**src/hw/sfhi_pkg.sv**
```systemverilog
// Constants, opcodes and types of the serial flash front end
// *********************************************************
package sfhi_pkg;
  localparam int CLK_MHZ = 40;
  localparam int RST_REC_NS = 30000;
  localparam int RST_REC_CYC = (RST_REC_NS * CLK_MHZ + 999) / 1000;
  localparam int BUSY_W = 11;
  localparam logic [BUSY_W-1:0] BSY_LOAD = BUSY_W'(RST_REC_CYC);
  localparam int FIFO_W = 8;
  localparam int FIFO_D = 32;

  localparam logic [7:0] OP_RD = 8'h03;
  localparam logic [7:0] OP_FRD = 8'h0B;
  localparam logic [7:0] OP_DOR = 8'h3B;
  localparam logic [7:0] OP_DIOR = 8'hBB;
  localparam logic [7:0] OP_QOR = 8'h6B;
  localparam logic [7:0] OP_QIOR = 8'hEB;
  localparam logic [7:0] OP_DTRRD = 8'h0D;
  localparam logic [7:0] OP_RD4 = 8'h13;
  localparam logic [7:0] OP_FRD4 = 8'h0C;
  localparam logic [7:0] OP_PP = 8'h02;
  localparam logic [7:0] OP_QPP = 8'h32;
  localparam logic [7:0] OP_PP4 = 8'h12;
  localparam logic [7:0] OP_SE = 8'h20;
  localparam logic [7:0] OP_SE4 = 8'h21;
  localparam logic [7:0] OP_RDSR3 = 8'h15;
  localparam logic [7:0] OP_QPI_ON = 8'h38;
  localparam logic [7:0] OP_QPI_OFF = 8'hFF;
  localparam logic [7:0] OP_A4_ON = 8'hB7;
  localparam logic [7:0] OP_A4_OFF = 8'hE9;
  localparam logic [7:0] OP_RSTEN = 8'h66;
  localparam logic [7:0] OP_RST = 8'h99;

  localparam logic [3:0] DMY_FAST = 4'h8;
  localparam logic [3:0] DMY_DIO = 4'h4;
  localparam logic [3:0] DMY_QIO = 4'h6;
  localparam logic [3:0] DMY_DTR = 4'h8;
  localparam logic [2:0] L1 = 3'h1;
  localparam logic [2:0] L2 = 3'h2;
  localparam logic [2:0] L4 = 3'h4;
  localparam logic [5:0] ABITS3 = 6'h18;
  localparam logic [5:0] ABITS4 = 6'h20;
  localparam logic [5:0] BYTE_BITS = 6'h08;
  localparam logic [3:0] TX_BITS = 4'h8;
  localparam int SR_ADS = 0;
  localparam int SR_ADP = 1;
  localparam logic [5:0] SYNC_RST = 6'h20;
  localparam logic A4_RST = 1'b0;
  localparam logic QPI_RST = 1'b0;

  typedef enum logic [6:0] {
    ST_IDLE = 7'h01,
    ST_CMD = 7'h02,
    ST_ADDR = 7'h04,
    ST_DMY = 7'h08,
    ST_RDAT = 7'h10,
    ST_WDAT = 7'h20,
    ST_IGN = 7'h40
  } sfhi_st_t;

  typedef struct packed {
    logic ok;
    logic adr;
    logic f4;
    logic rd;
    logic wr;
    logic qd;
    logic dtr;
    logic st;
    logic [2:0] al;
    logic [2:0] dl;
    logic [3:0] dmy;
  } sfhi_cmd_t;
endpackage : sfhi_pkg

```
**src/hw/sfhi_fifo.sv**
```systemverilog
// Write-data FIFO with a registered read stage
`timescale 1ns/100ps
module sfhi_fifo
  import sfhi_pkg::*;
#(
  parameter int W = FIFO_W, // Word width
  parameter int D = FIFO_D // Depth, a power of two
) (
  input wire logic clk_sys, // Clock
  input wire logic rst_n, // Async reset, active low
  input wire logic in_valid, // Word offered
  output logic in_ready, // Room for a word
  input wire logic [W-1:0] in_data, // Word in
  output logic out_valid, // Word present
  input wire logic out_ready, // Reader takes word
  output logic [W-1:0] out_data // Word out
);
  localparam int AW = $clog2(D);
  localparam logic [AW:0] FULL = (AW + 1)'(D);
  logic [W-1:0] mem_r [D];
  logic [AW-1:0] wp_r, wp_nxt, rp_r, rp_nxt;
  logic [AW:0] cnt_r, cnt_nxt;
  logic ov_r, ov_nxt, wr, rd;
  logic [W-1:0] od_r, od_nxt;

  always_comb begin
    wr = in_valid && (cnt_r != FULL);
    rd = (cnt_r != '0) && (!ov_r || out_ready);
    wp_nxt = wr ? wp_r + 1'b1 : wp_r;
    rp_nxt = rd ? rp_r + 1'b1 : rp_r;
    cnt_nxt = cnt_r + (AW + 1)'(wr) - (AW + 1)'(rd);
    ov_nxt = rd ? 1'b1 : (ov_r && !out_ready);
    od_nxt = rd ? mem_r[rp_r] : od_r;
  end

  always_ff @(posedge clk_sys) begin
    if (wr) begin
      mem_r[wp_r] <= in_data;
    end
  end

  always_ff @(posedge clk_sys or negedge rst_n) begin
    if (!rst_n) begin
      wp_r <= '0;
      rp_r <= '0;
      cnt_r <= '0;
      ov_r <= 1'b0;
      od_r <= '0;
    end else begin
      wp_r <= wp_nxt;
      rp_r <= rp_nxt;
      cnt_r <= cnt_nxt;
      ov_r <= ov_nxt;
      od_r <= od_nxt;
    end
  end

  assign in_ready = (cnt_r != FULL);
  assign out_valid = ov_r;
  assign out_data = od_r;
endmodule : sfhi_fifo

```
**src/hw/sfhi_core.sv**
```systemverilog
// Device-side serial flash front end: pins, modes, pause and reset
`timescale 1ns/100ps
module sfhi_core
  import sfhi_pkg::*;
#(
  parameter int FIFO_WD = FIFO_W, // Write data width
  parameter int FIFO_DP = FIFO_D // Write data depth
) (
  input wire logic clk_sys, // 40 MHz clock
  input wire logic rst_n, // Async reset, active low
  input wire logic serial_clock, // Serial clock pin
  input wire logic chip_select_n, // Chip select pin
  input wire logic [3:0] data_line_in, // data_line_3..0 levels
  output logic [3:0] data_line_out, // data_line_3..0 drive
  output logic [3:0] data_line_oe, // High while driving
  input wire logic quad_enable, // Non-volatile quad enable
  input wire logic powerup_address_width, // 1 selects 4-byte
  input wire logic [7:0] ext_addr, // Extended address byte
  input wire logic [7:0] tx_byte, // Next read byte
  output logic tx_take, // Pulse, tx_byte taken
  output logic [7:0] cmd, // Accepted opcode
  output logic [31:0] addr, // Full address
  output logic cmd_valid, // Pulse, cmd and addr ready
  output logic cmd_end, // Pulse, accepted frame closed
  output logic [7:0] wr_data, // Write byte out
  output logic wr_valid, // Write byte present
  input wire logic wr_ready, // Write byte taken
  output logic wr_overrun, // Write byte lost
  output logic four_line_instruction_mode, // Mode flag
  output logic current_address_width, // 1 means 4-byte
  output logic paused, // Pause active
  output logic busy // Reset recovery
);

  // *********************************************************
  // Pin synchronisers and edges
  // *********************************************************
  logic [5:0] s1_r, s2_r;
  logic sck_p_r, cs_p_r;

  always_ff @(posedge clk_sys or negedge rst_n) begin
    if (!rst_n) begin
      s1_r <= SYNC_RST;
      s2_r <= SYNC_RST;
      sck_p_r <= 1'b0;
      cs_p_r <= 1'b1;
    end else begin
      s1_r <= {chip_select_n, serial_clock, data_line_in};
      s2_r <= s1_r;
      sck_p_r <= s2_r[4];
      cs_p_r <= s2_r[5];
    end
  end

  // Both edges seen only while selected, so idle level is irrelevant
  wire cs_hi = s2_r[5];
  wire sck = s2_r[4];
  wire [3:0] din = s2_r[3:0];
  wire rise = sck & ~sck_p_r;
  wire fall = ~sck & sck_p_r;
  wire cs_fall = ~cs_hi & cs_p_r;
  wire cs_rise = cs_hi & ~cs_p_r;

  // *********************************************************
  // Helpers
  // *********************************************************
  function automatic logic [31:0] shin(logic [31:0] v, logic [2:0] n,
                                       logic [3:0] d);
    case (n)
      L4: shin = {v[27:0], d};
      L2: shin = {v[29:0], d[1:0]};
      default: shin = {v[30:0], d[0]};
    endcase
  endfunction : shin

  function automatic logic [3:0] topb(logic [7:0] v, logic [2:0] n);
    case (n)
      L4: topb = v[7:4];
      L2: topb = {2'h0, v[7:6]};
      default: topb = {2'h0, v[7], 1'b0};
    endcase
  endfunction : topb

  function automatic logic [3:0] oem(logic [2:0] n);
    case (n)
      L4: oem = 4'hF;
      L2: oem = 4'h3;
      default: oem = 4'h2;
    endcase
  endfunction : oem

  function automatic sfhi_cmd_t cinfo(logic [7:0] op);
    sfhi_cmd_t c;
    c = '0;
    c.ok = 1'b1;
    c.al = L1;
    c.dl = L1;
    c.adr = 1'b1;
    case (op)
      OP_RD, OP_RD4: c.rd = 1'b1;
      OP_FRD, OP_FRD4: begin
        c.rd = 1'b1;
        c.dmy = DMY_FAST;
      end
      OP_DOR: begin
        c.rd = 1'b1;
        c.dl = L2;
        c.dmy = DMY_FAST;
      end
      OP_DIOR: begin
        c.rd = 1'b1;
        c.al = L2;
        c.dl = L2;
        c.dmy = DMY_DIO;
      end
      OP_QOR: begin
        c.rd = 1'b1;
        c.qd = 1'b1;
        c.dl = L4;
        c.dmy = DMY_FAST;
      end
      OP_QIOR: begin
        c.rd = 1'b1;
        c.qd = 1'b1;
        c.al = L4;
        c.dl = L4;
        c.dmy = DMY_QIO;
      end
      OP_DTRRD: begin
        c.rd = 1'b1;
        c.dtr = 1'b1;
        c.dmy = DMY_DTR;
      end
      OP_PP, OP_PP4: c.wr = 1'b1;
      OP_QPP: begin
        c.wr = 1'b1;
        c.qd = 1'b1;
        c.dl = L4;
      end
      OP_SE, OP_SE4: c.wr = 1'b0;
      OP_RDSR3: begin
        c.adr = 1'b0;
        c.rd = 1'b1;
        c.st = 1'b1;
      end
      OP_QPI_ON, OP_QPI_OFF, OP_A4_ON, OP_A4_OFF, OP_RSTEN, OP_RST: c.adr = 1'b0;
      default: c.ok = 1'b0;
    endcase
    c.f4 = (op == OP_RD4) | (op == OP_FRD4) | (op == OP_PP4) | (op == OP_SE4);
    return c;
  endfunction : cinfo

  // *********************************************************
  // Frame engine
  // *********************************************************
  sfhi_st_t st_r, st_nxt;
  sfhi_cmd_t inf_r, inf_nxt;
  logic [31:0] sh_r, sh_nxt, addr_r, addr_nxt;
  logic [5:0] cnt_r, cnt_nxt;
  logic [7:0] cmd_r, cmd_nxt, tx_r, tx_nxt, pd_r, pd_nxt;
  logic [3:0] txc_r, txc_nxt, dout_r, dout_nxt, oe_r, oe_nxt;
  logic cv_r, cv_nxt, take_r, take_nxt, drv_r, drv_nxt, ok_r, ok_nxt;
  logic qpi_r, qpi_nxt, a4_r, a4_nxt, ren_r, ren_nxt, arm_r, arm_nxt;
  logic pz_r, pz_nxt, init_r, init_nxt, end_r, end_nxt;
  logic push_r, push_nxt, ovf_r, ovf_nxt, bf_r, bf_nxt;
  logic [BUSY_W-1:0] bsy_r, bsy_nxt;
  logic fifo_rdy;

  wire [2:0] al = qpi_r ? L4 : inf_r.al;
  wire [2:0] dl = qpi_r ? L4 : inf_r.dl;
  wire [5:0] alen = (a4_r | inf_r.f4) ? ABITS4 : ABITS3;
  wire hold_ok = ~quad_enable & ~qpi_r;
  wire bsy = |bsy_r;
  // Paused frames see no edges at all
  // The fall right after the last opcode rise still belongs to the opcode
  wire ien = ~pz_r & (rise | (inf_r.dtr & fall & (st_r == ST_ADDR)
                              & (cnt_r != 6'h00)));
  wire oen = ~pz_r & (fall | (inf_r.dtr & rise));

  always_comb begin
    logic load;
    logic [7:0] stat;
    load = 1'b0;
    stat = '0;
    stat[SR_ADS] = a4_r;
    stat[SR_ADP] = powerup_address_width;
    st_nxt = st_r;
    inf_nxt = inf_r;
    sh_nxt = sh_r;
    cnt_nxt = cnt_r;
    cmd_nxt = cmd_r;
    addr_nxt = addr_r;
    tx_nxt = tx_r;
    txc_nxt = txc_r;
    dout_nxt = dout_r;
    oe_nxt = 4'h0;
    pd_nxt = pd_r;
    drv_nxt = drv_r;
    ok_nxt = ok_r;
    qpi_nxt = qpi_r;
    a4_nxt = a4_r;
    ren_nxt = ren_r;
    cv_nxt = 1'b0;
    take_nxt = 1'b0;
    end_nxt = 1'b0;
    arm_nxt = arm_r | cs_hi;
    init_nxt = 1'b1;
    bsy_nxt = bsy ? bsy_r - 1'b1 : bsy_r;
    push_nxt = push_r && !fifo_rdy;
    ovf_nxt = cs_fall ? 1'b0 : ovf_r;
    if (!init_r) begin
      a4_nxt = powerup_address_width;
    end
    // Pin level is the request; the change waits for a low clock
    if (cs_hi || !hold_ok) begin
      pz_nxt = 1'b0;
    end else if (!sck && (din[3] == pz_r)) begin
      pz_nxt = ~din[3];
    end else begin
      pz_nxt = pz_r;
    end
    if (cs_rise && ok_r) begin
      end_nxt = 1'b1;
      ren_nxt = (cmd_r == OP_RSTEN);
      case (cmd_r)
        OP_QPI_ON: qpi_nxt = qpi_r | quad_enable;
        OP_QPI_OFF: qpi_nxt = 1'b0;
        OP_A4_ON: a4_nxt = 1'b1;
        OP_A4_OFF: a4_nxt = 1'b0;
        OP_RST: begin
          if (ren_r) begin
            qpi_nxt = QPI_RST;
            a4_nxt = powerup_address_width;
            bsy_nxt = BSY_LOAD;
          end
        end
        default: qpi_nxt = qpi_r;
      endcase
    end
    if (cs_hi) begin
      st_nxt = ST_IDLE;
      drv_nxt = 1'b0;
    end else begin
      case (st_r)
        ST_IDLE: begin
          if (cs_fall) begin
            st_nxt = (arm_r && !bsy) ? ST_CMD : ST_IGN;
            cnt_nxt = '0;
            sh_nxt = '0;
            ok_nxt = 1'b0;
          end
        end
        ST_CMD: begin
          if (ien) begin
            sh_nxt = shin(sh_r, qpi_r ? L4 : L1, din);
            cnt_nxt = cnt_r + 6'(qpi_r ? L4 : L1);
            if (cnt_nxt == BYTE_BITS) begin
              cmd_nxt = sh_nxt[7:0];
              inf_nxt = cinfo(sh_nxt[7:0]);
              cnt_nxt = '0;
              sh_nxt = '0;
              if (!inf_nxt.ok || (inf_nxt.qd && !quad_enable)) begin
                st_nxt = ST_IGN;
              end else begin
                ok_nxt = 1'b1;
                cv_nxt = !inf_nxt.adr;
                if (inf_nxt.adr) begin
                  st_nxt = ST_ADDR;
                end else if (inf_nxt.rd) begin
                  st_nxt = ST_RDAT;
                  load = 1'b1;
                end else begin
                  st_nxt = ST_IGN;
                end
              end
            end
          end
        end
        ST_ADDR: begin
          if (ien) begin
            sh_nxt = shin(sh_r, al, din);
            cnt_nxt = cnt_r + 6'(al);
            if (cnt_nxt == alen) begin
              addr_nxt = (alen == ABITS4) ? sh_nxt : {ext_addr, sh_nxt[23:0]};
              cv_nxt = 1'b1;
              cnt_nxt = '0;
              sh_nxt = '0;
              if (inf_r.dmy != 4'h0) begin
                st_nxt = ST_DMY;
              end else if (inf_r.rd) begin
                st_nxt = ST_RDAT;
                load = 1'b1;
              end else begin
                st_nxt = inf_r.wr ? ST_WDAT : ST_IGN;
              end
            end
          end
        end
        ST_DMY: begin
          if (ien) begin
            cnt_nxt = cnt_r + 6'h01;
            if (cnt_nxt == {2'h0, inf_r.dmy}) begin
              st_nxt = ST_RDAT;
              load = 1'b1;
            end
          end
        end
        ST_RDAT: begin
          if (oen) begin
            dout_nxt = topb(tx_r, dl);
            tx_nxt = tx_r << dl;
            txc_nxt = txc_r + 4'(dl);
            drv_nxt = 1'b1;
            load = (txc_nxt == TX_BITS);
          end
        end
        ST_WDAT: begin
          if (ien) begin
            sh_nxt = shin(sh_r, dl, din);
            cnt_nxt = cnt_r + 6'(dl);
            if (cnt_nxt == BYTE_BITS) begin
              cnt_nxt = '0;
              // A full FIFO stalls the push; a second byte then is lost
              if (push_r && !fifo_rdy) begin
                ovf_nxt = 1'b1;
              end else begin
                push_nxt = 1'b1;
                pd_nxt = sh_nxt[7:0];
              end
            end
          end
        end
        ST_IGN: st_nxt = ST_IGN;
        default: st_nxt = ST_IDLE;
      endcase
      if (load) begin
        tx_nxt = inf_nxt.st ? stat : tx_byte;
        take_nxt = ~inf_nxt.st;
        txc_nxt = '0;
      end
      if (st_nxt == ST_RDAT && drv_nxt && !pz_nxt) begin
        oe_nxt = oem(dl);
      end
    end
    bf_nxt = (bsy_nxt != '0);
  end

  always_ff @(posedge clk_sys or negedge rst_n) begin
    if (!rst_n) begin
      st_r <= ST_IDLE;
      inf_r <= '0;
      sh_r <= '0;
      cnt_r <= '0;
      cmd_r <= '0;
      addr_r <= '0;
      tx_r <= '0;
      txc_r <= '0;
      dout_r <= '0;
      oe_r <= '0;
      pd_r <= '0;
      drv_r <= 1'b0;
      ok_r <= 1'b0;
      qpi_r <= QPI_RST;
      a4_r <= A4_RST;
      ren_r <= 1'b0;
      arm_r <= 1'b0;
      pz_r <= 1'b0;
      init_r <= 1'b0;
      cv_r <= 1'b0;
      take_r <= 1'b0;
      end_r <= 1'b0;
      push_r <= 1'b0;
      ovf_r <= 1'b0;
      bsy_r <= '0;
      bf_r <= 1'b0;
    end else begin
      st_r <= st_nxt;
      inf_r <= inf_nxt;
      sh_r <= sh_nxt;
      cnt_r <= cnt_nxt;
      cmd_r <= cmd_nxt;
      addr_r <= addr_nxt;
      tx_r <= tx_nxt;
      txc_r <= txc_nxt;
      dout_r <= dout_nxt;
      oe_r <= oe_nxt;
      pd_r <= pd_nxt;
      drv_r <= drv_nxt;
      ok_r <= ok_nxt;
      qpi_r <= qpi_nxt;
      a4_r <= a4_nxt;
      ren_r <= ren_nxt;
      arm_r <= arm_nxt;
      pz_r <= pz_nxt;
      init_r <= init_nxt;
      cv_r <= cv_nxt;
      take_r <= take_nxt;
      end_r <= end_nxt;
      push_r <= push_nxt;
      ovf_r <= ovf_nxt;
      bsy_r <= bsy_nxt;
      bf_r <= bf_nxt;
    end
  end

  sfhi_fifo #(.W(FIFO_WD), .D(FIFO_DP)) u_fifo (
    .clk_sys(clk_sys),
    .rst_n(rst_n),
    .in_valid(push_r),
    .in_ready(fifo_rdy),
    .in_data(pd_r),
    .out_valid(wr_valid),
    .out_ready(wr_ready),
    .out_data(wr_data)
  );

  assign data_line_out = dout_r;
  assign data_line_oe = oe_r;
  assign tx_take = take_r;
  assign cmd = cmd_r;
  assign addr = addr_r;
  assign cmd_valid = cv_r;
  assign cmd_end = end_r;
  assign wr_overrun = ovf_r;
  assign four_line_instruction_mode = qpi_r;
  assign current_address_width = a4_r;
  assign paused = pz_r;
  assign busy = bf_r;
endmodule : sfhi_core

```
**config.mk**
```make
export PLATFORM = sky130hd
export DESIGN_NAME = sfhi_core
export DESIGN_NICKNAME = d
export VERILOG_FILES = /design/src/hw/sfhi_pkg.sv /design/src/hw/sfhi_fifo.sv /design/src/hw/sfhi_core.sv
export SDC_FILE = /design/constraint.sdc
export NUM_CORES = 1
export LEC_CHECK = 0
export BUFFER_PORTS_ARGS = -buffer_cell sky130_fd_sc_hd__buf_2
export CAP_MARGIN = 5
export CORE_ASPECT_RATIO = 0.5
export CORE_MARGIN = 3
export CORE_UTILIZATION = 62
export DETAILED_ROUTE_END_ITERATION = 8
export GPL_ROUTABILITY_DRIVEN = 0
export HOLD_SLACK_MARGIN = 0.02
export PLACE_DENSITY = 0.86
export SETUP_SLACK_MARGIN = 0.4
export SLEW_MARGIN = 10
export SYNTH_ARGS = -nofsm -noshare
export SYNTH_HDL_FRONTEND = slang
export SYNTH_SLANG_ARGS = --single-unit
```
**constraint.sdc**
```tcl
create_clock -name clk_sys -period 5.7 [get_ports clk_sys]
set_input_delay 0.855 -clock clk_sys [delete_from_list [all_inputs] [get_ports clk_sys]]
set_output_delay 0.855 -clock clk_sys [all_outputs]
set_load 0.01 [all_outputs]
```
==> results of run 1 <==
cells in the mapped netlist, drive strengths merged (12+ instances only):
| cell | instances |
|---|---|
| nor3 | 28 |
| ha | 30 |
| mux2i | 51 |
| a22oi | 31 |
| a22o | 61 |
| mux4 | 80 |
| o31ai | 35 |
| o22ai | 37 |
| o21ai | 87 |
| inv | 41 |
| nor4 | 12 |
| xor2 | 13 |
| dfrtp | 184 |
| xnor2 | 23 |
| clkbuf | 94 |
| nand3 | 28 |
| edfxtp | 256 |
| a21oi | 105 |
| buf | 43 |
| nand2 | 148 |
| nor2 | 111 |
critical path, stage by stage, from the launching register on:
cell	delay, ns
dfrtp_2	0.36
buf_4	0.65
nor2b_1	0.13
xnor2_1	0.36
ha_1	0.26
a21oi_1	0.08
a21oi_1	0.26
xnor2_1	0.21
nand2_1	0.08
a2bb2oi_1	0.20
or4_2	1.17
mux2_4	0.47
cells by family after synthesis:
| kind of cell | after synthesis |
|---|---|
| compound gates | 448 |
| xor+xnor | 36 |
| fa+ha+maj | 34 |
| buf+inv | 179 |
| flops | 444 |
| mux | 141 |
| other cells | 1 |
| simple gates | 435 |
worst paths after layout:
check / from / cells past startpoint / slack (ns) / end
worst max-delay path: four_line_instruction_mode / 11 / 1.25 / addr[3]
worst min-delay path: rst_n / 1 / 0.28 / u_fifo.rp_r[0]
worst max register to register: four_line_instruction_mode / 11 / 1.25 / addr[3]
worst min register to register: s1_r[0] / 0 / 0.35 / s2_r[0]
max in group asynchronous: rst_n / 2 / 4.09 / sh_r[29]
min in group clk_sys: s1_r[0] / 0 / 0.35 / s2_r[0]
cell type report:
cell class	instances	area, um2	share of cell area, %
Timing Repair Buffer	110	606.8	2.580
Tap cell	465	581.8	2.474
Sequential cell	444	12400	52.74
Inverter	42	157.7	0.6704
Clock buffer	47	1036	4.405
Clock inverter	23	242.7	1.032
Multi-Input combinational cell	1095	8489	36.10
routing by layer:
metal | vias up | track usage, %
li1 | 6602 | -
met1 | 7606 | 40.41
met2 | 936 | 49.59
met3 | 114 | 5.081
met4 | 2 | 8.088
met5 | - | 0
per-stage QoR:
stage,std cells,utilization (%),worst slack (ns)
finish,2226,69.92,1.253
global route,2226,69.92,0.9614
CTS,2226,69.89,1.288
detailed placement,2156,66.09,1.330
global placement,2156,66.09,1.474
floorplan,1718,-,1.477
state kept, by name, indices dropped and copies added (netlist names), 5 cells and up:
| signal | flops |
|---|---|
| u_fifo.out_data | 8 |
| inf_r | 13 |
| pd_r | 8 |
| cnt_r | 6 |
| sh_r | 31 |
| bsy_r | 11 |
| u_fifo.mem_r | 256 |
| tx_r | 8 |
| s1_r | 6 |
| cmd | 8 |
| u_fifo.wp_r | 5 |
| u_fifo.rp_r | 5 |
| st_r | 7 |
| addr | 32 |
| s2_r | 6 |
| u_fifo.cnt_r | 6 |
power by group:
group          internal, mW  total [mW]  switching (mW)  leakage (nW)
registers              3.43        3.65           0.225          4.20
clock network          1.49        2.70            1.21         0.632
logic                 0.377       0.733           0.355          3.38
==> impl_metrics.env, run 1 <==
export IMPL_status="completed"
export IMPL_finalCriticalPeriod_ns=4.447
export IMPL_top_layer="met5"
export IMPL_core_um2=33640
export IMPL_nNetsFinal=1791
export IMPL_rsz0062_at_grt="false"
export IMPL_dp_hpwl_um=33750
export IMPL_synth_edf_count=256
export IMPL_drc_errors=0
export IMPL_area_growth_syn_to_layout_pct=9.121
export IMPL_routed_wl_um=54730
export IMPL_final_common_cell="edfxtp_1"
export IMPL_place_area_um2=22230
export IMPL_ir_worst_vdd_uv=266.4
export IMPL_synth_area_leader_cell="edfxtp_1"
export IMPL_grt_first_pass_wirelength_um=84500
export IMPL_synth_top_area_share_pct=35.67
export IMPL_grt_max_degree=75
export IMPL_cts_sinks=444
export IMPL_wl_met2_um=26430
export IMPL_finalHoldWorstSlack_ns=0.2841
export IMPL_p_per_area_nw_per_um2=301.4
export IMPL_rows=47
export IMPL_synth_top_family_by_area="compound AO/OA/AOI/OAI gates"
export IMPL_setup_viol=0
export IMPL_vias_per_cell=6.855
export IMPL_drtPass1Iterations=7
export IMPL_slew_limit_headroom_pct=13.90
export IMPL_synth_compound_area_share_pct=14.05
export IMPL_wl_met1_um=21630
export IMPL_worstSkewPairLatency_ns=0.56
export IMPL_fin_skew_ns=0.02553
export IMPL_antenna_cells=0
export IMPL_die_w_um=269.7
export IMPL_maxCapViolations=0
export IMPL_post_drt_wl_per_cell_um=24.59
export IMPL_ys_top_cells_by_area="edfxtp_1, dfrtp_1, mux4_2"
export IMPL_worst_setup_path_end_kind="flip-flop"
export IMPL_yosysSeqAreaShare_pct=57.52
export IMPL_required_ns=6.12
export IMPL_ys_ff_latch=444
export IMPL_synth_cell_types=93
export IMPL_final_hold_violation_count=0
export IMPL_cp_arrival_ns=4.87
export IMPL_ctsResizeCount=0
export IMPL_synth_net_count=1778
export IMPL_cts_buffers=38
export IMPL_layout_common_cells="edfxtp_1, dfrtp_1, nand2_1"
export IMPL_cts_buffer_depth=3
export IMPL_ys_async_sr_fraction_pct=42.34
export IMPL_critPathMaxFanout=68
export IMPL_port_buffers=91
export IMPL_antenna_left=0
export IMPL_tightest_slew_ns=1.292
export IMPL_slew_violations=0
export IMPL_dieArea_um2=37170
export IMPL_grt_antenna_before_repair=1
export IMPL_synth_mux_area_share_pct=11.30
export IMPL_drtIter0Drc=2142
export IMPL_num_io_pins=92
export IMPL_ys_warn_count=0
export IMPL_ys_flop_type="edfxtp_1"
export IMPL_vias=15260
export IMPL_gr_total_overflow=0
export IMPL_start_util_pct=64.07
export IMPL_drive_above_1_share_pct=17.55
export IMPL_fmax_mhz=224.8
export IMPL_synth_xor_xnor_area_share_pct=1.463
export IMPL_nFillCells=2245
export IMPL_htreeDepth=2
export IMPL_clockRootBuffer="clkbuf_16"
export IMPL_grt_usage_pct=29.43
export IMPL_clk_pin_slew_ns=0.07
export IMPL_cts_tree="built"
export IMPL_cts_setup_buffers=0
export IMPL_syn_area_um2=21550
export IMPL_fin_area_um2=23520
export IMPL_first_global_vias=14320
export IMPL_die_y_um=137.8
export IMPL_cts_hold_buf=0
export IMPL_critical_path_class="reg -> reg"
export IMPL_syn_inst=1718
export IMPL_synth_simple_area_share_pct=10.22
export IMPL_fin_crit_sh_pct=78.03
export IMPL_synthAdderAreaFrac_pct=2.067
export IMPL_p_leak_nw=8.217
export IMPL_hold_class="in -> async"
export IMPL_met3_length_um=5232
export IMPL_syn_area_per_cell_um2=12.54
export IMPL_setup_tns_ns=0
export IMPL_startpoint_type="flip-flop"
export IMPL_power_mw=7.088
(Power assumes the default switching activity.)
==> inputs of run 2 (changes only) <==
- ABC_AREA: unset -> 1
- CORE_UTILIZATION: 62 -> 56
- PLACE_DENSITY: 0.86 -> 0.82
- clock period: 5.7 -> 3.6 ns (I/O delays scaled with it)
==> run 2 against run 1 <==
  * Power is 77% higher
  * Largest cell class unchanged
  * Synthesized cell count is 32% higher
  * Critical path depth stayed put
  * Highest routed layer is now met4
  * Critical endpoint is now pd_r[1]
  * Combinational power grew to 3.7 times the previous value
  * Via count is 16% higher
  * Maximum frequency is 41% higher
  * Routed wire length is 3.2% higher
==> impl_metrics.env, run 2 <==
export IMPL_dp_cells=2812
export IMPL_wl_met2_um=26800
export IMPL_vias_per_cell=6.106
export IMPL_ys_top_cells_by_area="edfxtp_1, dfrtp_1, o21ai_0"
export IMPL_reg2reg_slack_ns=0.45
export IMPL_finalCriticalPeriod_ns=3.151
export IMPL_p_leak_nw=9.062
export IMPL_maxCapViolations=0
export IMPL_final_hold_violation_count=0
export IMPL_cts_sinks=444
export IMPL_ys_warn_count=0
export IMPL_cp_arrival_ns=3.59
export IMPL_synth_net_count=2336
export IMPL_worstSkewPairLatency_ns=0.56
export IMPL_syn_inst=2276
export IMPL_final_cells=2887
export IMPL_port_buffers=91
export IMPL_nFillCells=2894
export IMPL_synth_area_leader_cell="edfxtp_1"
export IMPL_r2r_worst_path_cells=11
export IMPL_start_util_pct=57.20
export IMPL_rsz0062_at_grt="true"
export IMPL_min_from="chip_select_n"
export IMPL_cp_depth=11
export IMPL_setup_viol=0
export IMPL_hold_class="in -> reg"
export IMPL_synth_edf_count=256
export IMPL_fin_crit_sh_pct=87.54
export IMPL_ys_ff_latch=444
export IMPL_post_drt_wl_per_cell_um=19.57
export IMPL_antenna_left=0
export IMPL_die_w_um=283.6
export IMPL_nNetsFinal=2397
export IMPL_largest_register="u_fifo.mem_r"
export IMPL_largest_reg_flops=256
export IMPL_final_common_cell="nand2_1"
export IMPL_gr_total_overflow=0
export IMPL_slowest_delay_ns=0.49
export IMPL_dieArea_um2=41070
export IMPL_num_io_pins=92
export IMPL_cp_num_buf_inv=1
export IMPL_routed_wl_um=56500
export IMPL_cts_tree="built"
export IMPL_core_um2=37720
export IMPL_drc_errors=0
export IMPL_rows=50
export IMPL_met3_length_um=5357
export IMPL_grt_usage_pct=26.90
export IMPL_startpoint="four_line_instruction_mode"
export IMPL_synth_most_common_cell="nand2_1"
export IMPL_startpoint_type="flip-flop"
export IMPL_grt_first_pass_wirelength_um=88210
export IMPL_cts_buffer_depth=3
export IMPL_wl_met1_um=22930
export IMPL_ir_worst_vdd_uv=461.4
export IMPL_grt_max_degree=131
export IMPL_tightest_slew_ns=1.305
export IMPL_die_y_um=144.8
export IMPL_required_ns=4.04
export IMPL_layout_common_cells="nand2_1, o21ai_0, nor2_1"
export IMPL_clockRootBuffer="clkbuf_16"
export IMPL_slowest_stage="dfrtp_2"
export IMPL_ys_flop_type="edfxtp_1"
export IMPL_crit_path_end="pd_r[1]"
export IMPL_drive_above_1_share_pct=11.87
export IMPL_drtIter0Drc=2383
export IMPL_syn_area_per_cell_um2=9.481
export IMPL_setup_tns_ns=0
export IMPL_top_layer="met4"
export IMPL_path_cells="nor2_1 > ha_1 > inv_1 > fa_1 > or2_2 > a21oi_1 > xor2_1 > nand4_1 > nor2_4 > nand3_4 > mux2_2"
export IMPL_area_growth_syn_to_layout_pct=11.03
export IMPL_antenna_cells=0
export IMPL_synth_top_area_share_pct=35.62
export IMPL_drtPass1Iterations=6
export IMPL_status="completed"
export IMPL_worst_setup_path_end_kind="flip-flop"
export IMPL_slew_violations=0
export IMPL_r2r_end="pd_r[1]"
export IMPL_synth_cell_types=64
export IMPL_clk_pin_slew_ns=0.07
export IMPL_critical_path_class="reg -> reg"
export IMPL_critical_path_top_delay_family="simple AND/OR/NAND/NOR gates"
export IMPL_cts_buffers=39
export IMPL_fin_skew_ns=0.01756
export IMPL_vias=17630
export IMPL_htreeDepth=2
export IMPL_ys_async_sr_fraction_pct=42.34
export IMPL_r2r_start="four_line_instruction_mode"
export IMPL_grt_antenna_before_repair=0
export IMPL_fmax_mhz=317.3
export IMPL_first_global_vias=16520
export IMPL_ys_top_cells_by_count="nand2_1, o21ai_0, nor2_1"
export IMPL_critPathMaxFanout=8
export IMPL_p_per_area_nw_per_um2=525.0
export IMPL_slew_limit_headroom_pct=12.99
export IMPL_dp_hpwl_um=35890
export IMPL_yosysSeqAreaShare_pct=57.45
export IMPL_syn_area_um2=21580
export IMPL_holdPathStages=1
## run 2: how the worst min path moves through the flow
| stage | endpoint | slack, ns |
|---|---|---|
| floorplan | addr[0] | 0.24 |
| global placement | s2_r[2] | 0.33 |
| detailed placement | s2_r[3] | 0.34 |
| CTS | s1_r[5] | 0.07 |
| global route | s1_r[5] | 0.07 |
| finish | s1_r[5] | 0.09 |
## run 2: what timing repair did
item	CTS	global route
hold endpoints to repair	51	0
setup buffers	0	2
pin swaps	0	4
hold buffers	1	0
gates cloned	0	1
resized for setup	1	22
setup endpoints to repair	1	83
## run 2: cell families after synthesis
| family | count (synthesis) | synth area share, % |
|---|---|---|
| XOR/XNOR | 29 | 1.177 |
| buffers and inverters | 302 | 5.566 |
| AO/OA/AOI/OAI | 598 | 16.47 |
| other | 1 | 0.01738 |
| flip-flops | 444 | 57.45 |
| adder cells (fa/ha/maj) | 33 | 2.018 |
| multiplexers | 2 | 0.1044 |
| AND/OR/NAND/NOR | 867 | 17.20 |
## run 2: final cells by class
class	count	area [um2]	share of cell area [%]
Inverter	191	723.2	3.018
Timing Repair Buffer	130	837.1	3.494
Sequential cell	444	12400	51.76
Multi-Input combinational cell	1531	8060	33.64
Tap cell	520	650.6	2.716
Clock buffer	51	1081	4.512
Clock inverter	20	205.2	0.8564
## run 2: power by group
| part | switching, mW | internal (mW) |
|---|---|---|
| Sequential | 0.135 | 5.48 |
| Clock | 1.92 | 2.36 |
| Combinational | 1.90 | 0.784 |
| Total | 3.96 | 8.62 |
## run 2: through the flow
step / total power, mW / instance area (um2) / util (%) / worst slack, ns / hold WS, ns
final: 12.58 / 23960 / 63.51 / 0.4486 / 0.08591
after global placement: 8.253 / 22560 / 59.79 / 0.4284 / 0.3332
after floorplan: 7.446 / 21580 / - / 0.4616 / 0.2444
after CTS: 12.59 / 23860 / 63.24 / 0.4107 / 0.07100
after detailed placement: 8.351 / 22560 / 59.79 / 0.3574 / 0.3379
after global routing: 13.11 / 23960 / 63.51 / 0.3325 / 0.07345
## run 2: routing by layer
layer / vias to the layer above / track usage [%]
met5: - / 0
met1: 8417 / 36.51
met4: 0 / 8.526
met3: 121 / 4.100
li1: 8109 / -
met2: 982 / 45.51
